[src/design/char_seq_pkg.sv]
package char_seq_pkg;

	// Code geometry
	localparam int CODE_BITS = 5;
	localparam int CODE_COUNT = 32;

	// Shift combinations: all marking, and all but pulse three marking
	localparam logic [4:0] CODE_LETTERS = 5'h1F;
	localparam logic [4:0] CODE_FIGURES = 5'h1B;
	// Function combinations (bit 0 is pulse one)
	localparam logic [4:0] CODE_CR = 5'h08;
	localparam logic [4:0] CODE_LF = 5'h02;
	localparam logic [4:0] CODE_SPACE = 5'h04;
	localparam logic [4:0] CODE_BLANK = 5'h00;

	// Shaft timing
	localparam int CLK_HZ = 100_000_000;
	localparam int REV_CYCLES_DEF = 300;
	localparam int THIRD_CYCLES_DEF = REV_CYCLES_DEF / 3;
	// Line receive timing: one unit interval in clocks, sample at its middle
	localparam int UNIT_CYCLES_DEF = 64;

	// Reset values
	localparam logic RESET_FIGURES = 1'b0;
	localparam logic [6:0] RESET_COLUMN = 7'h00;
	localparam int LINE_LENGTH_DEF = 72;

	// Stage sequencing
	typedef enum {
		ST_IDLE,
		ST_CODE_BAR,
		ST_FUNCTION,
		ST_TYPE_BOX,
		ST_SPACING,
		ST_LINE_FEED
	} stage_t;

	// Function decode of one pattern; the case input figs is not decoded
	function automatic logic is_function(input logic [4:0] code, input logic figs);
		is_function = (code == CODE_LETTERS) || (code == CODE_FIGURES) ||
			(code == CODE_CR) || (code == CODE_LF) || (code == CODE_BLANK);
	endfunction

endpackage

[src/design/shaft_stage.sv]
`timescale 1ns/1ps
// One clutch-driven stage: triggered from rest, runs a fixed count, returns to rest
module shaft_stage import char_seq_pkg::*; #(
	parameter int CYCLES = 300
) (
	input wire logic sys_clk_in,
	input wire logic rst_n_in,
	input wire logic trip_in,
	output logic busy_out,
	output logic done_out
);
	logic [$clog2(CYCLES+1)-1:0] cnt_r;
	logic busy_r;
	logic done_r;
	wire last_w = busy_r && (cnt_r == ($clog2(CYCLES+1))'(CYCLES - 1));

	// Trips while running are ignored, as a turning clutch cannot be retripped
	always_ff @(posedge sys_clk_in or negedge rst_n_in) begin
		if (!rst_n_in) begin
			busy_r <= 1'b0;
			cnt_r <= '0;
			done_r <= 1'b0;
		end else begin
			done_r <= last_w;
			if (last_w) begin
				busy_r <= 1'b0;
				cnt_r <= '0;
			end else if (busy_r) begin
				cnt_r <= cnt_r + 1'b1;
			end else if (trip_in) begin
				busy_r <= 1'b1;
			end
		end
	end

	assign busy_out = busy_r;
	assign done_out = done_r;

	// Busy stands for exactly CYCLES clocks: high on the last one, low on the next
	a_stage_length: assert property (@(posedge sys_clk_in) disable iff (!rst_n_in)
		$rose(busy_r) |-> ##(CYCLES - 1) busy_r ##1 !busy_r)
		else $error("stage did not run its fixed length");
endmodule

[src/design/skid_buffer.sv]
`timescale 1ns/1ps
// Two-entry buffer; a stall downstream loses no word
module skid_buffer import char_seq_pkg::*; #(
	parameter int WIDTH = 8
) (
	input wire logic sys_clk_in,
	input wire logic rst_n_in,
	input wire logic in_valid_in,
	output logic in_ready_out,
	input wire logic [WIDTH-1:0] in_data_in,
	output logic out_valid_out,
	input wire logic out_ready_in,
	output logic [WIDTH-1:0] out_data_out
);
	logic [WIDTH-1:0] mem_r [2];
	logic wp_r;
	logic rp_r;
	logic [1:0] cnt_r;
	wire push_w = in_valid_in && (cnt_r != 2'h2);
	wire pop_w = out_ready_in && (cnt_r != 2'h0);

	// Pointers and occupancy
	always_ff @(posedge sys_clk_in or negedge rst_n_in) begin
		if (!rst_n_in) begin
			wp_r <= 1'b0;
			rp_r <= 1'b0;
			cnt_r <= 2'h0;
		end else begin
			if (push_w) wp_r <= ~wp_r;
			if (pop_w) rp_r <= ~rp_r;
			cnt_r <= cnt_r + {1'b0, push_w} - {1'b0, pop_w};
		end
	end

	// Storage needs no reset
	always_ff @(posedge sys_clk_in) begin
		if (push_w) mem_r[wp_r] <= in_data_in;
	end

	assign in_ready_out = (cnt_r != 2'h2);
	assign out_valid_out = (cnt_r != 2'h0);
	assign out_data_out = mem_r[rp_r];
endmodule

[src/design/char_sequencer.sv]
`timescale 1ns/1ps
module char_sequencer import char_seq_pkg::*; #(
	parameter int REV_CYCLES = REV_CYCLES_DEF,
	parameter int THIRD_CYCLES = THIRD_CYCLES_DEF,
	parameter int UNIT_CYCLES = UNIT_CYCLES_DEF,
	parameter int LINE_LENGTH = LINE_LENGTH_DEF
) (
	input wire logic sys_clk_in,
	input wire logic rst_n_in,
	input wire logic line_in,
	input wire logic double_feed_in,
	output logic figures_out,
	output logic [4:0] code_bars_out,
	output logic func_cr_out,
	output logic func_lf_out,
	output logic [5:0] pallet_out,
	output logic strike_out,
	output logic ribbon_step_out,
	output logic space_step_out,
	output logic line_step_out,
	output logic [6:0] column_out,
	output logic char_valid_out,
	input wire logic char_ready_in,
	output logic [5:0] char_data_out
);
	// Line and feed-setting synchronisers: only the second stage is read by logic
	logic line_s1_r;
	logic line_s2_r;
	logic dbl_s1_r;
	logic dbl_s2_r;
	always_ff @(posedge sys_clk_in or negedge rst_n_in) begin
		if (!rst_n_in) begin
			line_s1_r <= 1'b1;
			line_s2_r <= 1'b1;
			dbl_s1_r <= 1'b0;
			dbl_s2_r <= 1'b0;
		end else begin
			line_s1_r <= line_in;
			line_s2_r <= line_s1_r;
			dbl_s1_r <= double_feed_in;
			dbl_s2_r <= dbl_s1_r;
		end
	end

	// Selector: one revolution from the start pulse, samples five pulses mid-unit
	logic sel_busy;
	logic sel_done;
	logic [4:0] latch_r;
	logic [2:0] bit_idx_r;
	logic [15:0] unit_cnt_r;
	logic selected_r;
	wire sel_trip_w = !sel_busy && !line_s2_r;
	wire sample_w = sel_busy && (unit_cnt_r == 16'((UNIT_CYCLES * 3) / 2 - 1)) &&
		(bit_idx_r < 3'h5);

	shaft_stage #(.CYCLES(REV_CYCLES)) u_selector (
		.sys_clk_in(sys_clk_in),
		.rst_n_in(rst_n_in),
		.trip_in(sel_trip_w),
		.busy_out(sel_busy),
		.done_out(sel_done)
	);

	// Pulse sampling; first sample 1.5 units after the start edge, then each unit
	always_ff @(posedge sys_clk_in or negedge rst_n_in) begin
		if (!rst_n_in) begin
			latch_r <= 5'h00;
			bit_idx_r <= 3'h0;
			unit_cnt_r <= 16'h0000;
			selected_r <= 1'b0;
		end else if (!sel_busy) begin
			bit_idx_r <= 3'h0;
			unit_cnt_r <= 16'h0000;
			selected_r <= 1'b0;
		end else if (sample_w) begin
			latch_r[bit_idx_r] <= line_s2_r;
			bit_idx_r <= bit_idx_r + 3'h1;
			unit_cnt_r <= 16'((UNIT_CYCLES * 3) / 2 - 1 - UNIT_CYCLES);
			selected_r <= (bit_idx_r == 3'h4);
		end else begin
			unit_cnt_r <= unit_cnt_r + 16'h0001;
			selected_r <= 1'b0;
		end
	end

	// Hold a finished selection until the code bar stage can take it
	logic pend_cb_r;
	logic cb_busy;
	logic cb_done;
	wire cb_start_w = pend_cb_r && !cb_busy;
	always_ff @(posedge sys_clk_in or negedge rst_n_in) begin
		if (!rst_n_in) pend_cb_r <= 1'b0;
		else if (selected_r) pend_cb_r <= 1'b1;
		else if (cb_start_w) pend_cb_r <= 1'b0;
	end

	// Code bar stage
	shaft_stage #(.CYCLES(REV_CYCLES)) u_code_bar (
		.sys_clk_in(sys_clk_in),
		.rst_n_in(rst_n_in),
		.trip_in(cb_start_w),
		.busy_out(cb_busy),
		.done_out(cb_done)
	);

	// Code bars: marking sets a bar, spacing clears it
	logic [4:0] bars_r;
	always_ff @(posedge sys_clk_in or negedge rst_n_in) begin
		if (!rst_n_in) bars_r <= 5'h00;
		else if (cb_start_w) bars_r <= latch_r;
	end

	// Function and type box both tripped by code bar completion
	logic fn_busy;
	logic fn_done;
	logic tb_busy;
	logic tb_done;
	shaft_stage #(.CYCLES(REV_CYCLES)) u_function (
		.sys_clk_in(sys_clk_in),
		.rst_n_in(rst_n_in),
		.trip_in(cb_done),
		.busy_out(fn_busy),
		.done_out(fn_done)
	);

	// Case state and print column are read by the decode below
	logic figures_r;
	logic [6:0] column_r;

	// Function decode
	wire is_letters_w = (bars_r == CODE_LETTERS);
	wire is_figures_w = (bars_r == CODE_FIGURES);
	wire is_func_w = is_function(bars_r, figures_r);
	wire is_graphic_w = !is_func_w && (bars_r != CODE_SPACE);
	wire at_eol_w = (column_r >= 7'(LINE_LENGTH - 1));
	wire suppress_w = is_func_w || at_eol_w;

	// Case state; letters after reset
	always_ff @(posedge sys_clk_in or negedge rst_n_in) begin
		if (!rst_n_in) figures_r <= RESET_FIGURES;
		else if (cb_done && is_letters_w) figures_r <= 1'b0;
		else if (cb_done && is_figures_w) figures_r <= 1'b1;
	end

	// Function outputs: set at trip, stripped at end of the function revolution
	logic cr_r;
	logic lf_r;
	always_ff @(posedge sys_clk_in or negedge rst_n_in) begin
		if (!rst_n_in) begin
			cr_r <= 1'b0;
			lf_r <= 1'b0;
		end else if (cb_done) begin
			cr_r <= (bars_r == CODE_CR);
			lf_r <= (bars_r == CODE_LF);
		end else if (fn_done) begin
			cr_r <= 1'b0;
			lf_r <= 1'b0;
		end
	end

	// Type box: one revolution, strike at mid revolution
	shaft_stage #(.CYCLES(REV_CYCLES)) u_type_box (
		.sys_clk_in(sys_clk_in),
		.rst_n_in(rst_n_in),
		.trip_in(cb_done),
		.busy_out(tb_busy),
		.done_out(tb_done)
	);
	logic [5:0] pallet_r;
	logic strike_r;
	logic [$clog2(REV_CYCLES+1)-1:0] tb_cnt_r;
	always_ff @(posedge sys_clk_in or negedge rst_n_in) begin
		if (!rst_n_in) begin
			pallet_r <= 6'h00;
			strike_r <= 1'b0;
			tb_cnt_r <= '0;
		end else begin
			tb_cnt_r <= tb_busy ? tb_cnt_r + 1'b1 : '0;
			strike_r <= tb_busy && (tb_cnt_r == ($clog2(REV_CYCLES+1))'(REV_CYCLES / 2));
			if (cb_done) pallet_r <= is_func_w ? {1'b0, CODE_BLANK} : {figures_r, bars_r};
		end
	end
	// Spacing: tripped at type box end unless suppressed
	logic sp_busy;
	logic sp_done;
	logic sp_req_r;
	always_ff @(posedge sys_clk_in or negedge rst_n_in) begin
		if (!rst_n_in) sp_req_r <= 1'b0;
		else if (cb_done) sp_req_r <= !suppress_w;
	end
	wire sp_trip_w = tb_done && sp_req_r;
	shaft_stage #(.CYCLES(THIRD_CYCLES)) u_spacing (
		.sys_clk_in(sys_clk_in),
		.rst_n_in(rst_n_in),
		.trip_in(sp_trip_w),
		.busy_out(sp_busy),
		.done_out(sp_done)
	);

	// Line feed: tripped at function end for line feed code, one or two thirds
	// The latched decode is used, as the code bars may already hold the next character
	logic lf_busy;
	logic lf_done;
	logic lf_pend_r;
	logic lf_left_r;
	logic lf_step_r;
	wire lf_trip_w = (fn_done && lf_r) || lf_left_r;
	shaft_stage #(.CYCLES(THIRD_CYCLES)) u_line_feed (
		.sys_clk_in(sys_clk_in),
		.rst_n_in(rst_n_in),
		.trip_in(lf_trip_w && !lf_busy),
		.busy_out(lf_busy),
		.done_out(lf_done)
	);
	always_ff @(posedge sys_clk_in or negedge rst_n_in) begin
		if (!rst_n_in) begin
			lf_pend_r <= 1'b0;
			lf_left_r <= 1'b0;
			lf_step_r <= 1'b0;
		end else begin
			lf_step_r <= lf_done;
			if (fn_done && lf_r) lf_pend_r <= dbl_s2_r;
			else if (lf_done && lf_pend_r) begin
				lf_pend_r <= 1'b0;
				lf_left_r <= 1'b1;
			end else if (lf_left_r && !lf_busy) lf_left_r <= 1'b0;
		end
	end

	// Print column: carriage return wins over a spacing step
	logic space_step_r;
	always_ff @(posedge sys_clk_in or negedge rst_n_in) begin
		if (!rst_n_in) begin
			column_r <= RESET_COLUMN;
			space_step_r <= 1'b0;
		end else begin
			space_step_r <= sp_done;
			if (cb_done && (bars_r == CODE_CR)) column_r <= RESET_COLUMN;
			else if (sp_done) column_r <= column_r + 7'h01;
		end
	end

	// Graphic characters go out through the two-entry buffer; with a stalled sink, any arriving while two are held are dropped
	skid_buffer #(.WIDTH(6)) u_out_buf (
		.sys_clk_in(sys_clk_in),
		.rst_n_in(rst_n_in),
		.in_valid_in(cb_done && is_graphic_w),
		.in_ready_out(),
		.in_data_in({figures_r, bars_r}),
		.out_valid_out(char_valid_out),
		.out_ready_in(char_ready_in),
		.out_data_out(char_data_out)
	);

	assign figures_out = figures_r;
	assign code_bars_out = bars_r;
	assign func_cr_out = cr_r;
	assign func_lf_out = lf_r;
	assign pallet_out = pallet_r;
	assign strike_out = strike_r;
	assign ribbon_step_out = strike_r;
	assign space_step_out = space_step_r;
	assign line_step_out = lf_step_r;
	assign column_out = column_r;

	a_order_cb_fn: assert property (@(posedge sys_clk_in) disable iff (!rst_n_in)
		cb_done |=> fn_busy && tb_busy)
		else $error("function and type box not tripped after code bars");
	a_spacing_suppress: assert property (@(posedge sys_clk_in) disable iff (!rst_n_in)
		(tb_done && !sp_req_r) |=> !sp_busy)
		else $error("spacing ran while suppressed");
	a_column_step: assert property (@(posedge sys_clk_in) disable iff (!rst_n_in)
		(sp_done && !(cb_done && bars_r == CODE_CR)) |=> column_r == $past(column_r) + 7'h01)
		else $error("column did not advance by one");
	a_func_once: assert property (@(posedge sys_clk_in) disable iff (!rst_n_in)
		fn_done && !cb_done |=> !cr_r && !lf_r)
		else $error("function output not cleared");
	a_shift_letters: assert property (@(posedge sys_clk_in) disable iff (!rst_n_in)
		(cb_done && is_letters_w) |=> !figures_r)
		else $error("letters code did not select letters");
	a_shift_figures: assert property (@(posedge sys_clk_in) disable iff (!rst_n_in)
		(cb_done && is_figures_w) |=> figures_r)
		else $error("figures code did not select figures");
	a_blank_pallet: assert property (@(posedge sys_clk_in) disable iff (!rst_n_in)
		(cb_done && is_func_w) |=> pallet_r == 6'h00)
		else $error("function did not select blank pallet");
	a_cb_after_sel: assert property (@(posedge sys_clk_in) disable iff (!rst_n_in)
		selected_r && !cb_busy |=> ##1 cb_busy)
		else $error("code bar stage not tripped after selection");
endmodule

[config.mk]
export PLATFORM = sky130hd
export DESIGN_NAME = char_sequencer
export DESIGN_NICKNAME = d
export VERILOG_FILES = /design/src/design/char_seq_pkg.sv /design/src/design/shaft_stage.sv /design/src/design/skid_buffer.sv /design/src/design/char_sequencer.sv
export SDC_FILE = /design/constraint.sdc
export NUM_CORES = 1
export LEC_CHECK = 0
export ABC_AREA = 1
export ABC_CLOCK_PERIOD_IN_PS = 3000
export BUFFER_PORTS_ARGS = -buffer_cell sky130_fd_sc_hd__clkbuf_2
export CORE_ASPECT_RATIO = 0.7
export CORE_MARGIN = 10
export CORE_UTILIZATION = 50
export CTS_CLUSTER_SIZE = 24
export DETAILED_ROUTE_END_ITERATION = 7
export PLACE_DENSITY_LB_ADDON = 0.08
export SYNTH_ARGS = -nofsm -noshare
export SYNTH_HDL_FRONTEND = slang
export SYNTH_HIERARCHICAL = 1
export SYNTH_SLANG_ARGS = --single-unit
[constraint.sdc]
create_clock -name sys_clk_in -period 3 [get_ports sys_clk_in]
set_clock_uncertainty 0.05 [all_clocks]
set_input_delay 0.15 -clock sys_clk_in [delete_from_list [all_inputs] [get_ports sys_clk_in]]
set_output_delay 0.15 -clock sys_clk_in [all_outputs]
set_load 0.01 [all_outputs]
Yosys cells after proc, flatten, opt, wreduce, memory -nomap -nowiden

Memory sizes are Yosys's and may differ from the RTL's.
Index checks and enable logic that the tools add are counted.

Register bits: 131
RAM bits: 12
Input bits: 5
Output and inout port bits: 32
Memories kept: 1

Add/subtract/negate cells: 12
Order comparisons: 4
Equality and inequality tests: 16
Mux-type cells: 55
Bitwise gates (word level): 3
Reductions and logical operators: 52

Memories:

| memory          | words | bits a word | read ports | clocked after Yosys merged registers in | write ports | RTL line          | text |
|---|---|---|---|---|---|---|---|
| u_out_buf.mem_r | 2     | 6           | 1          | 0                                       | 1           | skid_buffer.sv:15 | `logic [WIDTH-1:0] mem_r [2];` |

Operators with widths:

| kind                    | count |
|---|---|
| $mux W9                 | 9 |
| $add A9 B1 Y9 const B   | 5 |
| $mux W7                 | 6 |
| $eq A9 B9 Y1 const B    | 4 |
| $mux W1                 | 33 |
| $mux W16                | 2 |
| $reduce_bool A2 Y1      | 13 |
| $logic_and A1 B1 Y1     | 24 |
| $add A7 B1 Y7 const B   | 3 |
| $add A16 B1 Y16 const B | 1 |
| $eq A16 B7 Y1 const B   | 1 |
| $eq A7 B7 Y1 const B    | 2 |
| $eq A5 B5 Y1 const B    | 2 |
| $eq A9 B8 Y1 const B    | 1 |
| $ge A7 B7 Y1 const B    | 1 |
| $logic_not A1 Y1        | 6 |
| $logic_or A1 B1 Y1      | 6 |
| $mux W3                 | 2 |
| $mux W6                 | 1 |
| $bwmux W5               | 1 |
| $eq A5 B2 Y1 const B    | 1 |
| $eq A5 B4 Y1 const B    | 1 |
| $logic_not A5 Y1        | 1 |
| $ne A5 B3 Y1 const B    | 1 |
| other kinds (11)        | 15 |

Depth between registers and ports, before layout

Gate-level depths: netlist of the first run.

Word-level depth: 11
Mapped depth: 13
Gate-level depth less buffers: 13

By module

Netlist of the first run, hierarchy kept.

By module, submodules not included:

| module                        | instances | cells an instance | area each (µm²) |
|---|---|---|---|
| char_sequencer                | 1         | 392               | 3,213.1 |
| shaft_stage (u_code_bar ...)  | 4         | 71                | 583.1 |
| shaft_stage (u_line_feed ...) | 2         | 52                | 427.9 |
| skid_buffer                   | 1         | 63                | 686.9 |

Worst setup path before layout of the first run

No wires, ideal clock.

Path type: register -> register
From: register u_code_bar.done_r (netlist: u_code_bar/done_out)
To: register u_out_buf.cnt_r[1]
Arrival: 1.782 ns
Data required time: 2.834 ns
Path slack: 1.052 ns
Cell stages (with the launch flop): 12
Path buffers: 1
Period minus slack after synthesis: 1.948 ns
Cells stage by stage: dfrtp_1 -> buf_4 -> clkinv_1 -> nor2_1 -> nand3_1 -> nor2_1 -> nand2_4 -> ha_1 -> inv_1 -> ha_1 -> nand3_1 -> nand2_1

Cells in the longest elaborated chain, start to end: 4

RTL lines:

| item                   | RTL line              | text |
|---|---|---|
| from (decl)            | shaft_stage.sv:14     | `logic done_r;` |
| from (signal assigned) | shaft_stage.sv:24     | `done_r <= last_w;` |
| $logic_and A1 B1 Y1    | char_sequencer.sv:247 | `.in_valid_in(cb_done && is_graphic_w),` |
| $logic_and A1 B1 Y1    | skid_buffer.sv:19     | `wire push_w = in_valid_in && (cnt_r != 2'h2);` |
| $add A2 B1 Y2          | skid_buffer.sv:31     | `cnt_r <= cnt_r + {1'b0, push_w} - {1'b0, pop_w};` |
| $sub A2 B1 Y2          | skid_buffer.sv:31     |  |
| to (signal assigned)   | skid_buffer.sv:31     |  |
| to (decl)              | skid_buffer.sv:18     | `logic [1:0] cnt_r;` |

No other way between the ends.
A chain may end at the register's enable or synchronous reset.

Final worst setup path of the first run

From: register u_code_bar.done_r (netlist: u_code_bar/done_out)
To: memory u_out_buf.mem_r[1][2] (enable)

Cells in the longest elaborated chain, start to end: 4

RTL lines:

| item                          | RTL line              | text |
|---|---|---|
| $logic_and A1 B1 Y1           | char_sequencer.sv:247 |  |
| $logic_and A1 B1 Y1           | skid_buffer.sv:19     |  |
| $mux W1                       | skid_buffer.sv:37     | `if (push_w) mem_r[wp_r] <= in_data_in;` |
| $mux W1 (not written as such) | skid_buffer.sv:37     |  |
| to (decl)                     | skid_buffer.sv:15     |  |

No other way between the ends.

==> results of run 1 <==
[cells in the final DEF (no fill, tap or decap), types with 10 or more instances in the layout]
cell type / instances
a21oi_1: 30
clkbuf_16: 18
clkbuf_2: 35
dfrtp_1: 129
edfxtp_1: 12
ha_1: 14
inv_1: 115
nand2_1: 217
nand3_1: 61
nand3_2: 10
nand4_1: 15
nor2_1: 98
nor2_2: 16
nor3_1: 12
o21ai_0: 22
xor2_1: 16
[path summary, 6_finish.rpt]
check	slack, ps	depth (start not counted)	end
max	620	6	u_out_buf/mem_r[1][2]
min	290	2	tb_cnt_r[4]
max reg2reg	620	6	u_out_buf/mem_r[1][2]
min reg2reg	300	0	dbl_s2_r
max in group asynchronous	1720	3	line_s2_r
min in group sys_clk_in	300	0	dbl_s2_r
[power groups by stage]
| stage | Sequential [mW] | Combinational [mW] | Clock (mW) |
|---|---|---|---|
| after floorplan | 2.02 | 0.189 | 0 |
| after global placement | 2.04 | 0.275 | 0 |
| after detailed placement | 2.04 | 0.286 | 0 |
| after CTS | 2.01 | 0.292 | 2.32 |
| after global routing | 2.01 | 0.335 | 2.40 |
| final | 2.01 | 0.284 | 2.26 |
[state kept, by name, summed over array words and instances (netlist names), 2 cells and up]
register,flops
u_line_feed/cnt_r,7
code_bars_out,5
column_out,7
unit_cnt_r,16
u_function/cnt_r,9
tb_cnt_r,9
u_type_box/cnt_r,9
u_selector/cnt_r,9
u_out_buf/cnt_r,2
bit_idx_r,3
u_spacing/cnt_r,7
u_code_bar/cnt_r,9
latch_r,5
u_out_buf/mem_r,12
pallet_out,6
[per-layer routing]
metal | up-vias | part of all wire, %
li1 | 2753 | -
met1 | 2538 | 51
met2 | 102 | 42
met3 | 23 | 4.2
met4 | 0 | 1.9
met5 | - | 0
[stage by stage]
step	utilization [%]	worst slack (ps)	hold slack [ps]	power, mW
floorplan	-	1050	-196	2.21
global placement	53.9	780	188	2.32
detailed placement	53.9	668	189	2.33
CTS	58.7	639	283	4.61
global route	58.7	466	303	4.74
finish	58.7	625	293	4.55
[area by class of cell]
| type | instances | area [um^2] | area share (%) |
|---|---|---|---|
| repair buffers | 43 | 258 | 3.16 |
| inverters | 128 | 484 | 5.94 |
| well taps | 190 | 238 | 2.92 |
| clock inverters | 13 | 171 | 2.10 |
| clock buffers | 19 | 464 | 5.70 |
| flip-flops and latches | 143 | 3640 | 44.7 |
| multi-input cells | 563 | 2890 | 35.5 |
[critical path: stages (launching register included)]
cell and delay, ps:
dfrtp_1 530, clkinv_1 300, nor2_1 220, nand3_1 160, nor2_1 250, nand2_4 90, nor2_1 420
[what timing repair did]
item / in CTS / in global routing
hold buffers: 4 / 0
endpoints found under the setup margin: 0 / 0
hold endpoints to repair: 62 / 0
==> run_results.csv, run 1 <==
group,metric,value,unit
placement,place_area,7470,um^2
power,leakagePower,4.38,nW
grt,gr-total-overflow,0,
synthesis,synth_fp_nets,861,
grt,grt_pass1_vias,5267,
grt,grt_max_degree,62,
placement,place.port_buffers,36,
grt,grt_usage,15.5,%
power,p_per_area,558,nW/um^2
critical_path,critPathKind,"reg -> reg",
cells_and_area,layout.nets,915,
timing,maxSlewViolCount,0,
critical_path,worst_ep_arrival_time,2390,ps
detailed_routing,first_pass_iters,4,
die,coreArea,13900,um^2
timing,worst_pin_slew,798,ps
clock_tree,tritoncts,"built",
power,clkPwrFrac,49.7,%
clock_tree,cts_root_buf,"clkbuf_16",
clock_tree,cts_setup_buffers,0,
cells_and_area,num_antenna_cells,0,
detailed_routing,route.detailed.drc,0,
grt,antenna_found_initial,0,
detailed_routing,postRouteAntennaNets,0,
power,combPwrFrac,6.2,%
grt,met3_usage,3.51,%
cells_and_area,layoutNonFillerInstCount,1099,
detailed_routing,drt_iter0_drc,392,
critical_path,end_kind,"flip-flop",
detailed_routing,num_vias,5416,
placement,place_inst,1063,
critical_path,critPathLaunchType,"flip-flop",
worst_hold_path,hold_path_class,"in -> async",
clock_tree,clock_path_buffers,2,
grt,busiest_layer,"met2",
die,dieArea,19400,um^2
cells_and_area,syn_to_final_growth,15.4,%
flow_run,maxCapViolations,0,
critical_path,critPathRequiredTime,3010,ps
detailed_routing,wl,14.1,mm
grt,grt_util_met2,22.0,%
clock_tree,clock_sinks,143,
grt,grt_pass1_wl,24.8,mm
timing,finalHoldViolCount,0,
detailed_routing,routedWlPerCell,12.8,um
power,switchingPower,1.08,mW
power,vdd_drop_max,354,uV
critical_path,critPathMaxFanout,10,
synthesis,synth_area,7060,um^2
power,internal-power,3.47,mW
synthesis,ys_warn_count,6,
clock_tree,ctsResizeCount,0,
die,start_util,50.9,%
timing,slew_headroom,46.8,%
grt,met1_usage,21.7,%
critical_path,startpoint,"u_code_bar/done_out",
cells_and_area,drive_above_1_share,15.0,%
timing,setup_viol,0,
synthesis,avgSynthCellArea,8.39,um^2
clock_tree,cts_made_buffers,17,
timing,setup_total_negative_slack,0,ps
cells_and_area,final_area,8150,um^2
critical_path,timing.rr.start,"u_code_bar/done_out",
detailed_routing,vias_per_cell,4.93,
power,seqPwrFrac,44.1,%
clock_tree,clk_pin_slew_worst_paths,60,ps
die,ioPinCount,37,
placement,place.gp.congestion,0.840,
clock_tree,insertion_delay,430,ps
timing,fmax,0.421,GHz
synthesis,syn-instance-count,842,
status,status,"finished clean",
placement,dpl.hpwl,9.94,mm
clock_tree,h-tree-depth,4,
timing,final.period_utilization,79.2,%
die,rows,36,
power,netSwitchingFraction,23.8,%
die,die_x,162,um
cells_and_area,fill_cells,1267,
timing,rsz0062_at_grt,"no",
die,die_h,119,um
timing,min_period,2380,ps
(Power assumes the default switching activity.)
==> inputs of run 2 (changes only) <==
- ABC_CLOCK_PERIOD_IN_PS: 3000 -> 2400
- clock period: 3 -> 2.4 ns (I/O delays scaled with it)
==> run 2 against run 1 <==
  * Critical path depth up 2
  * Sequential cell count unchanged
  * Power up 23%
  * Global-route usage down 0.34 points
  * Register-to-register slack worse by 370 ps
  * Combinational power up 27%
  * Clock power up 21%
  * Sequential share of layout area about the same
  * Routed wire length down 1.6%
  * Critical path type unchanged
  * Critical endpoint is now u_out_buf/mem_r[1][1]
==> run_results.csv, run 2 (synthesized netlist as in run 1, its figures left out) <==
group,metric,value,unit
timing,finalHoldViolCount,0,
timing,maxSlewViolCount,0,
critical_path,timing.rr.start,"code_bars_out[1]",
die,rows,36,
clock_tree,clk_pin_slew_worst_paths,60,ps
cells_and_area,fin_util,58.8,%
timing,worst_pin_slew,628,ps
clock_tree,cts_setup_buffers,0,
detailed_routing,dr_wl_met3,738,um
detailed_routing,routedWlPerCell,12.6,um
timing,final.period_utilization,89.3,%
grt,grt_max_degree,50,
cells_and_area,regArea,3640,um^2
timing,layout_setup_ws,257,ps
cells_and_area,fill_cells,1220,
critical_path,critPathKind,"reg -> reg",
critical_path,crit_top_cell,"nor2_1",
detailed_routing,wl,13.8,mm
placement,post-place-ws,227,ps
power,power,5.60,mW
cells_and_area,final_common_cell,"nand2_1",
power,leakagePower,4.39,nW
critical_path,critPathBufInv,2,
detailed_routing,drt_iter0_drc,370,
detailed_routing,vias_per_cell,4.87,
critical_path,path_cells,"inv_1 > nand3_1 > nor2_1 > inv_1 > nand3_1 > nor2_1 > nand2_4 > nor2_1",
power,vdd_drop_max,511,uV
cells_and_area,largest_reg_flops,16,
flow_run,maxCapViolations,0,
detailed_routing,wl_met1,7.09,mm
timing,min_period,2140,ps
critical_path,slowest_stage,"nor2_1",
clock_tree,h-tree-depth,4,
critical_path,critPathLaunchType,"flip-flop",
power,p_per_area,686,nW/um^2
die,die_h,119,um
timing,setup_total_negative_slack,0,ps
die,die_x,162,um
cells_and_area,layout_common_cells,"217 x nand2_1, 129 x dfrtp_1, 115 x inv_1",
die,start_util,50.9,%
cells_and_area,drive_above_1_share,14.9,%
cells_and_area,num_antenna_cells,0,
die,coreArea,13900,um^2
detailed_routing,postRouteAntennaNets,0,
clock_tree,clock_sinks,143,
placement,place.port_buffers,36,
cells_and_area,multiInputGateArea,2890,um^2
detailed_routing,wl_met2,5.85,mm
grt,grt_pass1_vias,5141,
grt,grt_pass1_wl,24.1,mm
timing,slew_headroom,58.0,%
critical_path,startpoint,"code_bars_out[1]",
clock_tree,cts_root_buf,"clkbuf_16",
detailed_routing,route.detailed.drc,0,
placement,dpl.hpwl,9.91,mm
clock_tree,cts_made_buffers,17,
clock_tree,ctsHoldBuffers,4,
die,dieArea,19400,um^2
grt,grt_usage,15.1,%
critical_path,crit_family,"simple AND/OR/NAND/NOR gates",
critical_path,end_kind,"flip-flop",
status,status,"finished clean",
cells_and_area,syn_to_final_growth,15.5,%
timing,fmax,0.467,GHz
cells_and_area,top_regs,"unit_cnt_r x16, u_out_buf/mem_r x12",
clock_tree,insertion_delay,430,ps
detailed_routing,num_vias,5362,
critical_path,worst_ep_arrival_time,2160,ps
timing,rsz0062_at_grt,"no",
detailed_routing,routed.top_layer,"met4",
critical_path,critPathMaxFanout,6,
grt,gr-total-overflow,0,
placement,place.gp.congestion,0.861,
cells_and_area,top_register,"unit_cnt_r",
detailed_routing,first_pass_iters,5,
grt,antenna_found_initial,0,
worst_hold_path,hold_path_class,"in -> async",
clock_tree,tritoncts,"built",
cells_and_area,layout.nets,917,
clock_tree,ctsResizeCount,0,
critical_path,slowest_delay,440,ps
clock_tree,clock_path_buffers,2,
die,ioPinCount,37,
timing,setup_viol,0,
critical_path,critPathRequiredTime,2410,ps
run 2: cell types whose count changed in the layout (fill, tap and decap cells not counted), sizes merged:
cell	before	now
clkinvlp	3	2
inv	129	126
buf	4	6
clkinv	6	9
run 2: report_power, final:
group	switching, mW	internal (mW)
Clock	1.03	1.70
Sequential	0.0407	2.47
Combinational	0.234	0.127
Total	1.31	4.29
run 2: final cells by class:
cell class                 instances  share of cell area (%)
multi-input combinational        563                    35.5
timing repair buffer              45                    3.50
inverter                         128                    5.94
sequential                       143                    44.6
clock buffer                      19                    5.57
tap                              190                    2.92
clock inverter                    12                    1.95
run 2: worst paths after layout:
check	end	slack, ps	cells after the start
worst min-delay path	tb_cnt_r[3]	160	2
worst max-delay path	u_out_buf/mem_r[1][1]	260	8
worst max register to register	u_out_buf/mem_r[1][1]	260	8
max in group asynchronous	u_spacing/cnt_r[0]	1490	3
min in group sys_clk_in	line_s1_r	270	2
worst min register to register	line_s2_r	300	0
run 2: stage by stage:
step	cell area, um^2	cells	hold slack (ps)
2_1_floorplan	7060	842	-226
3_5_place_dp	7500	1065	78.2
5_1_grt	8160	1100	190
4_1_cts	8160	1100	170
6_report	8160	1100	155
3_3_place_gp	7500	1065	75.7
run 2: worst register-to-register path, stage by stage, from the launching register on:
cell	delay [ps]
dfrtp_1	420
inv_1	120
nand3_1	110
nor2_1	100
inv_1	60
nand3_1	120
nor2_1	260
nand2_4	90
nor2_1	440
run 2: metal layers:
| metal | vias up | track usage [%] |
|---|---|---|
| met3 | 13 | 4.82 |
| met1 | 2485 | 21.2 |
| li1 | 2767 | - |
| met4 | 0 | 5.44 |
| met2 | 97 | 21.5 |
| met5 | - | 0 |
==> inputs of run 3 (changes only) <==
- SETUP_SLACK_MARGIN: unset -> 0.5
==> run 3 against run 2 <==
  * Maximum frequency up 18%
  * First-iteration DRC count down 1.6%
  * Register-to-register slack better by 330 ps
  * Highest routed layer unchanged
  * Largest cell class unchanged
  * Critical endpoint unchanged
  * Non-clock buffer count up 15
==> run_results.csv, run 3 (synthesized netlist as in run 1, its figures left out) <==
group,metric,value,unit
status,status,"finished clean",
grt,grt_pass1_vias,5427,
critical_path,worst_ep_arrival_time,1850,ps
detailed_routing,postRouteAntennaNets,0,
placement,dpl.hpwl,10.6,mm
cells_and_area,final_common_cell,"nand2_1",
timing,finalHoldViolCount,0,
timing,worst_pin_slew,683,ps
cells_and_area,top_regs,"unit_cnt_r x16, u_out_buf/mem_r x12",
detailed_routing,dr_wl_met3,781,um
detailed_routing,vias_per_cell,5.00,
timing,fmax,0.553,GHz
grt,antenna_found_initial,0,
die,start_util,50.9,%
die,ioPinCount,37,
clock_tree,cts_root_buf,"clkbuf_16",
critical_path,startpoint,"code_bars_out[1]",
grt,grt_max_degree,49,
detailed_routing,routed.top_layer,"met4",
detailed_routing,routedWlPerCell,13.3,um
detailed_routing,wl_met2,6.50,mm
critical_path,critPathMaxFanout,6,
timing,rsz0062_at_grt,"no",
timing,maxSlewViolCount,0,
clock_tree,clock_path_buffers,2,
power,power,5.28,mW
clock_tree,h-tree-depth,4,
detailed_routing,first_pass_iters,5,
timing,slew_headroom,54.4,%
power,combPwrFrac,7.0,%
cells_and_area,syn_to_final_growth,16.7,%
worst_hold_path,hold_path_class,"in -> async",
critical_path,end_kind,"flip-flop",
power,p_per_area,641,nW/um^2
clock_tree,cts_made_buffers,17,
power,clkPwrFrac,45.5,%
cells_and_area,largest_reg_flops,16,
detailed_routing,wl,14.8,mm
grt,grt_usage,16.1,%
die,die_h,119,um
cells_and_area,layout_common_cells,"216 x nand2_1, 128 x dfrtp_1, 111 x inv_1",
critical_path,slowest_stage,"dfrtp_1",
power,switchingPower,1.25,mW
timing,min_period,1810,ps
die,dieArea,19400,um^2
power,netSwitchingFraction,23.6,%
critical_path,critPathKind,"reg -> reg",
power,leakagePower,4.44,nW
timing,setup_total_negative_slack,0,ps
timing,setup_viol,0,
power,vdd_drop_max,448,uV
detailed_routing,route.detailed.drc,0,
timing,final.period_utilization,75.4,%
power,seqPwrFrac,47.5,%
cells_and_area,fill_cells,1238,
flow_run,maxCapViolations,0,
cells_and_area,num_antenna_cells,0,
placement,place.port_buffers,36,
grt,grt_pass1_wl,25.8,mm
die,rows,36,
detailed_routing,drt_iter0_drc,364,
critical_path,slowest_delay,410,ps
critical_path,crit_top_cell,"nor2_4",
critical_path,path_cells,"nand4_1 > inv_2 > nor2_4 > nand3_2 > nor2_4 > nand2_4 > buf_4 > nor2_2",
die,die_x,162,um
detailed_routing,num_vias,5575,
power,internal-power,4.04,mW
clock_tree,clock_sinks,143,
cells_and_area,top_register,"unit_cnt_r",
clock_tree,tritoncts,"built",
placement,place.gp.congestion,0.919,
cells_and_area,layout.nets,932,
cells_and_area,drive_above_1_share,17.6,%
grt,gr-total-overflow,0,
clock_tree,clk_pin_slew_worst_paths,60,ps
detailed_routing,wl_met1,7.34,mm
die,coreArea,13900,um^2
critical_path,critPathRequiredTime,2440,ps
critical_path,timing.rr.start,"code_bars_out[1]",
critical_path,critPathLaunchType,"flip-flop",
clock_tree,insertion_delay,420,ps
## run 3: path summary, 6_finish.rpt
path | to | slack, ps | cells past startpoint
worst max-delay path | u_out_buf/mem_r[1][1] | 590 | 8
worst min-delay path | tb_cnt_r[5] | 250 | 2
worst max register to register | u_out_buf/mem_r[1][1] | 590 | 8
worst min register to register | line_s2_r | 310 | 0
max in group asynchronous | line_s1_r | 1360 | 3
min in group sys_clk_in | line_s1_r | 280 | 2
## run 3: worst max-delay path, delay by kind of cell, from the launching register on
kind | cells | cell delay, ps
simple gates | 6 | 800
flops | 1 | 410
buf+inv | 2 | 210
## run 3: area by class of cell
type	instances	area, um^2	share of cell area, %
clock buffer	23	458	5.56
clock inverter	8	67.6	0.820
tap	190	238	2.88
timing repair buffer	60	398	4.83
multi-input combinational	563	2950	35.8
sequential	143	3640	44.2
inverter	128	485	5.89
## run 3: timing repair
item	in CTS	in global routing
buffers inserted	4	10
hold endpoints to repair	47	0
pin swaps	2	7
hold buffers	4	0
endpoints found under the setup margin	8	11
resized for setup	6	11
## run 3: per-stage QoR
stage | util [%] | hold slack (ps) | instances | cell area (um^2) | worst slack (ps)
finish | 59.4 | 253 | 1115 | 8240 | 590
CTS | 58.6 | 257 | 1105 | 8130 | 483
detailed placement | 54.2 | 154 | 1066 | 7510 | 324
global placement | 54.2 | 149 | 1066 | 7510 | 434
global route | 59.4 | 277 | 1115 | 8240 | 509
floorplan | - | -226 | 842 | 7070 | 550
## run 3: power by group through the flow
stage / sequential [mW] / clock, mW / combinational [mW]
floorplan: 2.53 / 0 / 0.236
global placement: 2.55 / 0 / 0.353
detailed placement: 2.55 / 0 / 0.364
CTS: 2.51 / 2.46 / 0.370
global route: 2.51 / 2.57 / 0.432
finish: 2.51 / 2.40 / 0.372
## run 3: metal layers
layer | up-vias | track usage, %
met5 | - | 0
met2 | 124 | 23.7
met3 | 22 | 4.54
met1 | 2637 | 22.4
li1 | 2792 | -
met4 | 0 | 5.27
